`config.mk`:
```
export PLATFORM = sky130hd
export DESIGN_NAME = dit_target
export DESIGN_NICKNAME = d
export VERILOG_FILES = /design/src/logic/dit_pkg.sv /design/src/logic/dit_bus_sync.sv /design/src/logic/dit_target.sv
export SDC_FILE = /design/constraint.sdc
export NUM_CORES = 1
export LEC_CHECK = 0
export ABC_AREA = 1
export BUFFER_PORTS_ARGS = -buffer_cell sky130_fd_sc_hd__buf_2
export CAP_MARGIN = 40
export CORE_MARGIN = 4
export CORE_UTILIZATION = 60
export DETAILED_ROUTE_END_ITERATION = 8
export PLACE_DENSITY = 0.82
export SYNTH_ARGS = -nofsm -noshare
export SYNTH_HDL_FRONTEND = slang
export SYNTH_SLANG_ARGS = --single-unit
```
`constraint.sdc`:
```
create_clock -name clk -period 6.81 [get_ports clk]
set_clock_uncertainty 0.1 [all_clocks]
set_input_delay 1.0215 -clock clk [delete_from_list [all_inputs] [get_ports clk]]
set_output_delay 1.0215 -clock clk [all_outputs]
set_load 0.01 [all_outputs]
```
`src/logic/dit_pkg.sv`:
```
// Purpose: shared constants and types for the dac i2c target interface
// Assumes: 20 MHz system clock, bus sampled by that clock
// Notes: register contents behind the command byte live outside this block
package dit_pkg;
  localparam logic [3:0] ADDR_FIXED_HI = 4'h9;
  localparam logic [6:0] ADDR_BROADCAST = 7'h47;
  localparam logic [7:0] GCALL_ADDR_BYTE = 8'h00;
  localparam logic [7:0] GCALL_RESET_BYTE = 8'h06;
  localparam logic [2:0] SEL_AGND = 3'h0;
  localparam logic [2:0] SEL_VDD = 3'h1;
  localparam logic [2:0] SEL_SDA = 3'h2;
  localparam logic [2:0] SEL_SCL = 3'h3;
  localparam logic [3:0] BIT_ACK = 4'h8;
  localparam int unsigned CLK_HZ = 20000000;
  localparam int unsigned BUS_MAX_HZ = 1000000;
  localparam int unsigned SAMPLES_PER_BIT = CLK_HZ / BUS_MAX_HZ;

  typedef struct packed {
    logic scl;
    logic sda;
  } dit_bus_t;

  typedef struct packed {
    logic [7:0] cmd;
    logic [15:0] data;
  } dit_write_t;
endpackage

```
`src/logic/dit_bus_sync.sv`:
```
// Purpose: two-flop synchroniser and condition detector for scl, sda and the select pin
// Assumes: inputs are asynchronous to clk
// Notes: the first flop stage feeds only the second; edge and condition logic compares the second stage with a third
`timescale 1ns/1ps
module dit_bus_sync
(
  input wire logic clk,
  input wire logic reset,
  input wire logic scl_in,
  input wire logic sda_in,
  input wire logic sel_in,
  output dit_pkg::dit_bus_t bus_now,
  output logic sel_now,
  output logic scl_rise,
  output logic scl_fall,
  output logic start_seen,
  output logic stop_seen
);
  dit_pkg::dit_bus_t meta_reg;
  dit_pkg::dit_bus_t sync_reg;
  dit_pkg::dit_bus_t last_reg;
  logic sel_meta_reg;
  logic sel_sync_reg;

  always_ff @(posedge clk or posedge reset)
  begin
    if (reset)
    begin
      meta_reg <= '1;
      sync_reg <= '1;
      last_reg <= '1;
      sel_meta_reg <= 1'b0;
      sel_sync_reg <= 1'b0;
    end
    else
    begin
      meta_reg <= '{scl: scl_in, sda: sda_in};
      sync_reg <= meta_reg;
      last_reg <= sync_reg;
      sel_meta_reg <= sel_in;
      sel_sync_reg <= sel_meta_reg;
    end
  end

  assign bus_now = sync_reg;
  assign sel_now = sel_sync_reg;
  assign scl_rise = sync_reg.scl & ~last_reg.scl;
  assign scl_fall = ~sync_reg.scl & last_reg.scl;
  // sda moving while scl stays high marks a bus condition
  assign start_seen = sync_reg.scl & last_reg.scl & last_reg.sda & ~sync_reg.sda;
  assign stop_seen = sync_reg.scl & last_reg.scl & ~last_reg.sda & sync_reg.sda;
endmodule

```
`src/logic/dit_target.sv`:
```
// Purpose: i2c target front end of a quad dac: address match, command, two data bytes
// Assumes: 20 MHz clk, bus at most 1 Mbps, register file outside answers rd_data
// Notes: sda is open drain: sda_out is always low, sda_oe pulls the line
//
// Contract
// - only seven-bit addresses decoded; ten-bit headers never match
// - general call 0x00 then 0x06 then stop performs software reset
// - software reset asserted at rising scl of acknowledge after 0x06
// - ninth clock carries acknowledge: sda low through high phase
// - start is sda falling while scl high, detected by device
// - stop is sda rising while scl high; release bus, await start
// - transmitter changes sda only while scl is low
// - acknowledge address byte only when address matches own, broadcast write or general call
// - receiver acknowledges each byte; device on writes, master on reads
// - data moves in nine-bit units, as many as master wants
// - device acknowledges every received byte in its ack high phase
// - byte after address is command selecting target register
// - update fires on falling scl of acknowledge after lower byte
// - upper four address bits are fixed 1001
// - low address bits from select pin: agnd, vdd, sda, scl
// - select pin sampled during first byte of frame and latched
// - broadcast address 1000111 with write direction also accepted
// - broadcast never answered for reads
// - same protocol at 100 kbps, 400 kbps and 1 Mbps
// - read: write address and command, repeated start, return upper, lower
// - read without command returns last written register
`timescale 1ns/1ps
module dit_target
(
  input wire logic clk,
  input wire logic reset,
  input wire logic scl_in,
  input wire logic sda_in,
  input wire logic addr_select_pin,
  output logic sda_out,
  output logic sda_oe,
  output logic sw_reset,
  output logic wr_valid,
  output dit_pkg::dit_write_t wr_word,
  output logic [7:0] rd_cmd,
  input wire logic [15:0] rd_data
);
  typedef enum logic [4:0]
  {
    ST_IDLE = 5'h01,
    ST_ADDR = 5'h02,
    ST_WRITE = 5'h04,
    ST_READ = 5'h08,
    ST_SKIP = 5'h10
  } dit_state_t;

  dit_pkg::dit_bus_t bus_now;
  logic sel_now;
  logic scl_rise;
  logic scl_fall;
  logic start_seen;
  logic stop_seen;

  dit_state_t state_reg;
  logic [3:0] bit_reg;
  logic [7:0] shift_reg;
  logic [1:0] byte_reg;
  logic [7:0] cmd_reg;
  logic [7:0] upper_data_byte;
  logic [7:0] last_cmd_reg;
  logic [15:0] tx_reg;
  logic ack_pend_reg;
  logic master_nack_reg;
  logic gcall_reg;
  logic gcall_armed_reg;
  logic sel_seen_low_reg;
  logic sel_seen_high_reg;
  logic sel_follow_sda_reg;
  logic sel_follow_scl_reg;
  logic [2:0] low_addr_reg;
  logic [2:0] low_addr_next;

  dit_bus_sync u_sync
  (
    .clk(clk),
    .reset(reset),
    .scl_in(scl_in),
    .sda_in(sda_in),
    .sel_in(addr_select_pin),
    .bus_now(bus_now),
    .sel_now(sel_now),
    .scl_rise(scl_rise),
    .scl_fall(scl_fall),
    .start_seen(start_seen),
    .stop_seen(stop_seen)
  );

  // own address: fixed high nibble, three low bits from the select pin
  function automatic logic own_match(input logic [6:0] a, input logic [2:0] low);
    own_match = (a[6:3] == dit_pkg::ADDR_FIXED_HI[3:0]) && (a[2:0] == low);
  endfunction

  // general call, own address and broadcast writes answered in the address slot; broadcast is refused for reads
  function automatic logic addr_accept(input logic [7:0] b, input logic [2:0] low);
    addr_accept = (b == dit_pkg::GCALL_ADDR_BYTE) || own_match(b[7:1], low) ||
      (!b[0] && b[7:1] == dit_pkg::ADDR_BROADCAST);
  endfunction

  // the select pin tied to sda or scl follows that line; tied high or low it is static
  always_comb
  begin
    if (sel_follow_scl_reg)
      low_addr_next = dit_pkg::SEL_SCL;
    else if (sel_follow_sda_reg)
      low_addr_next = dit_pkg::SEL_SDA;
    else if (sel_seen_high_reg)
      low_addr_next = dit_pkg::SEL_VDD;
    else
      low_addr_next = dit_pkg::SEL_AGND;
  end

  // select pin classification over the address byte
  always_ff @(posedge clk or posedge reset)
  begin
    if (reset)
    begin
      sel_seen_low_reg <= 1'b0;
      sel_seen_high_reg <= 1'b0;
      sel_follow_sda_reg <= 1'b1;
      sel_follow_scl_reg <= 1'b1;
      low_addr_reg <= 3'h0;
    end
    else if (start_seen)
    begin
      sel_seen_low_reg <= 1'b0;
      sel_seen_high_reg <= 1'b0;
      sel_follow_sda_reg <= 1'b1;
      sel_follow_scl_reg <= 1'b1;
    end
    else if (state_reg == ST_ADDR && bit_reg < dit_pkg::BIT_ACK)
    begin
      // sampled at the scl rising edge, with sda settled since the low phase
      if (scl_rise)
      begin
        if (sel_now)
          sel_seen_high_reg <= 1'b1;
        else
          sel_seen_low_reg <= 1'b1;
        if (sel_now != bus_now.sda)
          sel_follow_sda_reg <= 1'b0;
      end
      if (scl_fall && sel_now)
        sel_follow_scl_reg <= 1'b0;
      if (scl_rise && !sel_now)
        sel_follow_scl_reg <= 1'b0;
    end
    else if (state_reg == ST_ADDR && bit_reg == dit_pkg::BIT_ACK)
      low_addr_reg <= low_addr_next;
  end

  // bit counter and receive shifter: nine-bit units, msb first
  always_ff @(posedge clk or posedge reset)
  begin
    if (reset)
    begin
      bit_reg <= 4'h0;
      shift_reg <= 8'h00;
    end
    else if (start_seen)
      bit_reg <= 4'hf; // the start's own scl fall then lands on bit zero
    else if (scl_rise && bit_reg < dit_pkg::BIT_ACK)
      shift_reg <= {shift_reg[6:0], bus_now.sda};
    else if (scl_fall && state_reg != ST_IDLE && state_reg != ST_SKIP)
      bit_reg <= (bit_reg == dit_pkg::BIT_ACK) ? 4'h0 : bit_reg + 4'h1;
  end

  // protocol state, byte position and received fields
  always_ff @(posedge clk or posedge reset)
  begin
    if (reset)
    begin
      state_reg <= ST_IDLE;
      byte_reg <= 2'h0;
      cmd_reg <= 8'h00;
      upper_data_byte <= 8'h00;
      last_cmd_reg <= 8'h00;
      ack_pend_reg <= 1'b0;
      master_nack_reg <= 1'b0;
      gcall_reg <= 1'b0;
      gcall_armed_reg <= 1'b0;
    end
    else if (start_seen)
    begin
      state_reg <= ST_ADDR;
      byte_reg <= 2'h0;
      ack_pend_reg <= 1'b0;
      gcall_reg <= 1'b0;
      gcall_armed_reg <= 1'b0;
    end
    else if (stop_seen)
    begin
      state_reg <= ST_IDLE;
      ack_pend_reg <= 1'b0;
      gcall_armed_reg <= 1'b0;
    end
    else if (scl_fall && bit_reg == 4'h7)
    begin
      // eighth bit done: decide whether the ack slot is ours
      case (state_reg)
        ST_ADDR:
        begin
          if (shift_reg == dit_pkg::GCALL_ADDR_BYTE)
          begin
            gcall_reg <= 1'b1;
            ack_pend_reg <= 1'b1;
          end
          else if (shift_reg[0] == 1'b0 &&
            (own_match(shift_reg[7:1], low_addr_next) ||
             shift_reg[7:1] == dit_pkg::ADDR_BROADCAST))
            ack_pend_reg <= 1'b1;
          else if (shift_reg[0] == 1'b1 && own_match(shift_reg[7:1], low_addr_next))
            ack_pend_reg <= 1'b1;
          else
            ack_pend_reg <= 1'b0;
        end
        ST_WRITE:
        begin
          ack_pend_reg <= 1'b1;
          if (gcall_reg)
            gcall_armed_reg <= (shift_reg == dit_pkg::GCALL_RESET_BYTE);
          else if (byte_reg == 2'h0)
            cmd_reg <= shift_reg;
          else if (byte_reg == 2'h1)
            upper_data_byte <= shift_reg;
        end
        default:
          ack_pend_reg <= 1'b0;
      endcase
    end
    else if (scl_rise && bit_reg == dit_pkg::BIT_ACK && state_reg == ST_READ)
      master_nack_reg <= bus_now.sda;
    else if (scl_fall && bit_reg == dit_pkg::BIT_ACK)
    begin
      ack_pend_reg <= 1'b0;
      case (state_reg)
        ST_ADDR:
        begin
          if (!ack_pend_reg)
            state_reg <= ST_SKIP;
          else if (shift_reg[0] && !gcall_reg)
            state_reg <= ST_READ;
          else
            state_reg <= ST_WRITE;
          byte_reg <= 2'h0;
          master_nack_reg <= 1'b0;
        end
        ST_WRITE:
        begin
          if (byte_reg == 2'h0)
            last_cmd_reg <= cmd_reg;
          byte_reg <= (byte_reg == 2'h2) ? 2'h0 : byte_reg + 2'h1;
          if (byte_reg == 2'h2)
            byte_reg <= 2'h1; // further pairs reuse the same command
        end
        ST_READ:
        begin
          byte_reg <= byte_reg + 2'h1;
          if (master_nack_reg)
            state_reg <= ST_SKIP;
        end
        default:
          state_reg <= state_reg;
      endcase
    end
  end

  // read data: upper byte then lower byte, loaded at the address ack
  always_ff @(posedge clk or posedge reset)
  begin
    if (reset)
      tx_reg <= 16'h0000;
    else if (state_reg == ST_ADDR && scl_fall && bit_reg == dit_pkg::BIT_ACK)
      tx_reg <= rd_data;
    // eight shifts per byte leave the next byte's msb in bit 15
    else if (state_reg == ST_READ && scl_fall && bit_reg < dit_pkg::BIT_ACK)
      tx_reg <= {tx_reg[14:0], 1'b0};
  end

  // sda drive set on scl falling edges; start, stop and a refused address release it
  always_ff @(posedge clk or posedge reset)
  begin
    if (reset)
      sda_oe <= 1'b0;
    else if (start_seen || stop_seen)
      sda_oe <= 1'b0;
    else if (scl_fall)
    begin
      if (bit_reg == 4'h7 && state_reg != ST_READ && state_reg != ST_SKIP)
        sda_oe <= (state_reg == ST_ADDR) ? addr_accept(shift_reg, low_addr_next)
          : (state_reg == ST_WRITE);
      else if (state_reg == ST_READ && bit_reg < 4'h7 && !master_nack_reg)
        sda_oe <= ~tx_reg[14];
      else if (state_reg == ST_READ && bit_reg == 4'h7)
        sda_oe <= 1'b0; // master owns the ack slot on reads
      else if (state_reg == ST_READ && bit_reg == dit_pkg::BIT_ACK && !master_nack_reg)
        sda_oe <= ~tx_reg[15];
      else if (state_reg == ST_ADDR && bit_reg == dit_pkg::BIT_ACK && shift_reg[0]
        && ack_pend_reg && !gcall_reg)
        sda_oe <= ~rd_data[15];
      else
        sda_oe <= 1'b0;
    end
    else if (state_reg == ST_ADDR && bit_reg == dit_pkg::BIT_ACK && !ack_pend_reg)
      sda_oe <= 1'b0;
  end

  always_ff @(posedge clk or posedge reset)
  begin
    if (reset)
      sda_out <= 1'b0;
    else
      sda_out <= 1'b0;
  end

  // write update pulse and general call reset
  always_ff @(posedge clk or posedge reset)
  begin
    if (reset)
    begin
      wr_valid <= 1'b0;
      wr_word <= '0;
      sw_reset <= 1'b0;
      rd_cmd <= 8'h00;
    end
    else
    begin
      wr_valid <= 1'b0;
      rd_cmd <= (state_reg == ST_WRITE && byte_reg == 2'h1) ? cmd_reg : last_cmd_reg;
      if (scl_fall && bit_reg == dit_pkg::BIT_ACK && state_reg == ST_WRITE
        && byte_reg == 2'h2 && !gcall_reg)
      begin
        wr_valid <= 1'b1;
        wr_word <= '{cmd: cmd_reg, data: {upper_data_byte, shift_reg}};
      end
      // held from the ack rising edge until a stop or a start ends the sequence
      if (scl_rise && bit_reg == dit_pkg::BIT_ACK && gcall_reg && state_reg == ST_WRITE
        && gcall_armed_reg)
        sw_reset <= 1'b1;
      else if (stop_seen || start_seen)
        sw_reset <= 1'b0;
    end
  end
endmodule

```
==> impl_metrics.env <==
export IMPL_status="finished clean"
export IMPL_wl_um=9990
export IMPL_period_needed_ns=2.69
export IMPL_synth_edf_count=0
export IMPL_p_int_uw=954
export IMPL_pwr_share_clk=0.271
export IMPL_clock_sinks=109
export IMPL_p_switching_uw=477
export IMPL_clk_latency_ns=0.38
export IMPL_holdPathEnd="u_sync.bus_now[0]"
export IMPL_wl_per_cell_um=14.6
export IMPL_row_count=32
export IMPL_holdPathStages=0
export IMPL_ir_drop_mv=0.155
export IMPL_sequentialPowerShare=0.551
export IMPL_comb_power_share=0.178
export IMPL_post_route_period_util=0.395
export IMPL_final_common_cell="nand2_1"
export IMPL_whs_ns=0.264
export IMPL_min_from="u_sync.meta_reg[0]"
export IMPL_yosys_top_cells_area="dfrtp_1, nand2_1, o21ai_0"
export IMPL_via_per_inst=5.47
export IMPL_setup_viol=0
export IMPL_num_io_pins=57
export IMPL_place_inst=668
export IMPL_critPathRequiredTime_ns=7.04
export IMPL_antennaDiodeCount=0
export IMPL_dieArea_um2=9370
export IMPL_synth_seq_area_share=0.579
export IMPL_powerDensity_nw_per_um2=271
export IMPL_worstPathArrival_ns=2.92
export IMPL_reg2reg_to="wr_word[10]"
export IMPL_pre_cts_ws_ns=4.12
export IMPL_dr_total_vias=3740
export IMPL_mostFrequentLayoutCells="nand2_1, dfrtp_1, o21ai_0"
export IMPL_max_cap_violations=0
export IMPL_timing_rr_start="u_sync.last_reg[1]"
export IMPL_cts_setup_buffers=0
export IMPL_design_core_area_um2=7690
export IMPL_tns_ns=0
export IMPL_grt_pass1_wl_um=17400
export IMPL_synthArstFlopShare=1.00
export IMPL_cts_made_buffers=9
export IMPL_synth_ff_type="dfrtp_1"
export IMPL_chipWidth_um=96.8
export IMPL_yosysTopAreaCell="dfrtp_1"
export IMPL_grt_max_degree=44
export IMPL_slew_violations=0
export IMPL_firstDrtPassIters=5
export IMPL_antenna_found_initial=0
export IMPL_clockBufferDepth=2
export IMPL_final_nets=603
export IMPL_cts_tree="done"
export IMPL_clk_pin_slew_ns=0.12
export IMPL_start_kind="flop"
export IMPL_slew_headroom=0.470
export IMPL_ys_ff_latch=109
export IMPL_stdcell_count=684
export IMPL_drcViolationCount=0
export IMPL_start_util=0.616
export IMPL_largest_reg_flops=24
export IMPL_portBuffers=55
export IMPL_cts_resized_gates=0
export IMPL_crit_fanout=41
export IMPL_hpwlAfterDp_um=7100
export IMPL_drt_initial_drc_count=249
export IMPL_tightest_slew_ns=0.793
export IMPL_netlist_area_leader_share=0.529
export IMPL_ff2ff_path_depth=10
export IMPL_gp_congestion=0.908
export IMPL_worst_slack_ns=4.12
export IMPL_yosysWarnings=0
export IMPL_switching_share=0.334
export IMPL_track_usage=0.224
export IMPL_drive_gt1_frac=0.187
export IMPL_ys_types=33
export IMPL_grt_pass1_vias=3778
export IMPL_htreeDepth=3
export IMPL_rsz0062_at_grt="no"
export IMPL_r2r_slack_ns=4.12
export IMPL_syn_cell_area_um2=4730
export IMPL_hp_class="reg2reg"
export IMPL_final_antenna_net_count=0
export IMPL_cellLeakagePower_nw=2.62
export IMPL_fmax_mhz=372
export IMPL_hold_viol=0
export IMPL_holdBufCountCts=0
export IMPL_clock_root_buffer="clkbuf_8"
export IMPL_area_growth_pct=11.6
export IMPL_syn_inst=522
export IMPL_die_h_um=96.8
export IMPL_syn_nets=548
export IMPL_postSynthAreaPerCell_um2=9.07
export IMPL_grt_overflow=0
export IMPL_crit_type="reg2reg"
export IMPL_cp_end_kind="flop"
==> cells by family after synthesis <==
kind of cell    count (synthesis)  synth area share
simple gates                  219             0.212
compound gates                114             0.128
flops                         109             0.579
buf+inv                        73            0.0653
fa+ha+maj                       5            0.0132
xor+xnor                        1           0.00185
other cells                     1          0.000792
==> per-stage QoR <==
stage / utilization / total power [mW] / cell area (µm²)
floorplan: - / 0.970 / 4730
global placement: 0.658 / 1.03 / 5060
detailed placement: 0.662 / 1.05 / 5090
CTS: 0.687 / 1.43 / 5280
global route: 0.687 / 1.51 / 5280
finish: 0.687 / 1.43 / 5280
==> power groups by stage <==
stage | Clock (mW) | Sequential [mW] | Combinational [mW]
finish | 0.388 | 0.788 | 0.255
floorplan | 0 | 0.784 | 0.185
detailed placement | 0 | 0.799 | 0.252
CTS | 0.392 | 0.787 | 0.255
global placement | 0 | 0.796 | 0.237
global route | 0.421 | 0.797 | 0.293
==> metal layers <==
metal,track usage,routed length (µm),part of all wire
met3,0.0519,528,0.053
met4,0.0767,261,0.026
met2,0.365,4920,0.49
met1,0.297,4280,0.43
met5,0,0,0
==> cell type report <==
type / instances / area [µm²]
flip-flops and latches: 109 / 2740
fillers: 598 / 2400
multi-input cells: 340 / 1690
repair buffers: 58 / 310
inverters: 59 / 224
well taps: 102 / 128
clock buffers: 9 / 124
clock inverters: 7 / 73.8
==> synth_stat cells, types with 2 or more instances <==
cell type  number
nand2_1       135
dfrtp_1       100
o21ai_0        65
inv_1          54
nand3_1        36
o21ai_1        27
nor2_1         18
a21oi_1        11
dfstp_2         9
nand4_1         8
buf_2           7
nor3_1          7
ha_1            5
inv_2           5
nor2_4          5
o21ai_2         5
buf_6           3
clkbuf_1        3
nand2_2         2
nand4_2         2
nor2_2          2
o211ai_1        2
==> worst max-delay path by stage <==
stage	from	endpoint	slack, ns	depth (start not counted)
final	u_sync.last_reg[1]	wr_word[10]	4.12	10
after global routing	u_sync.last_reg[1]	wr_word[11]	3.82	10
after CTS	u_sync.last_reg[1]	wr_word[10]	4.11	10
after detailed placement	u_sync.last_reg[1]	wr_word[11]	4.12	10
after global placement	u_sync.last_reg[1]	wr_word[15]	4.23	10
after floorplan	reset	ack_pend_reg	2.83	1
==> critical path, cell delays in order (launching register included) <==
cell and delay (ns):
dfstp_2 0.54, inv_1 0.06, nor2_4 0.30, inv_1 0.16, nor2_4 0.17, inv_2 0.05, nor2_2 0.08, nand3_2 0.60
inv_2 0.40, nand2_1 0.09, nand2_1 0.07
No activity file was read; power rests on OpenSTA's default activity.
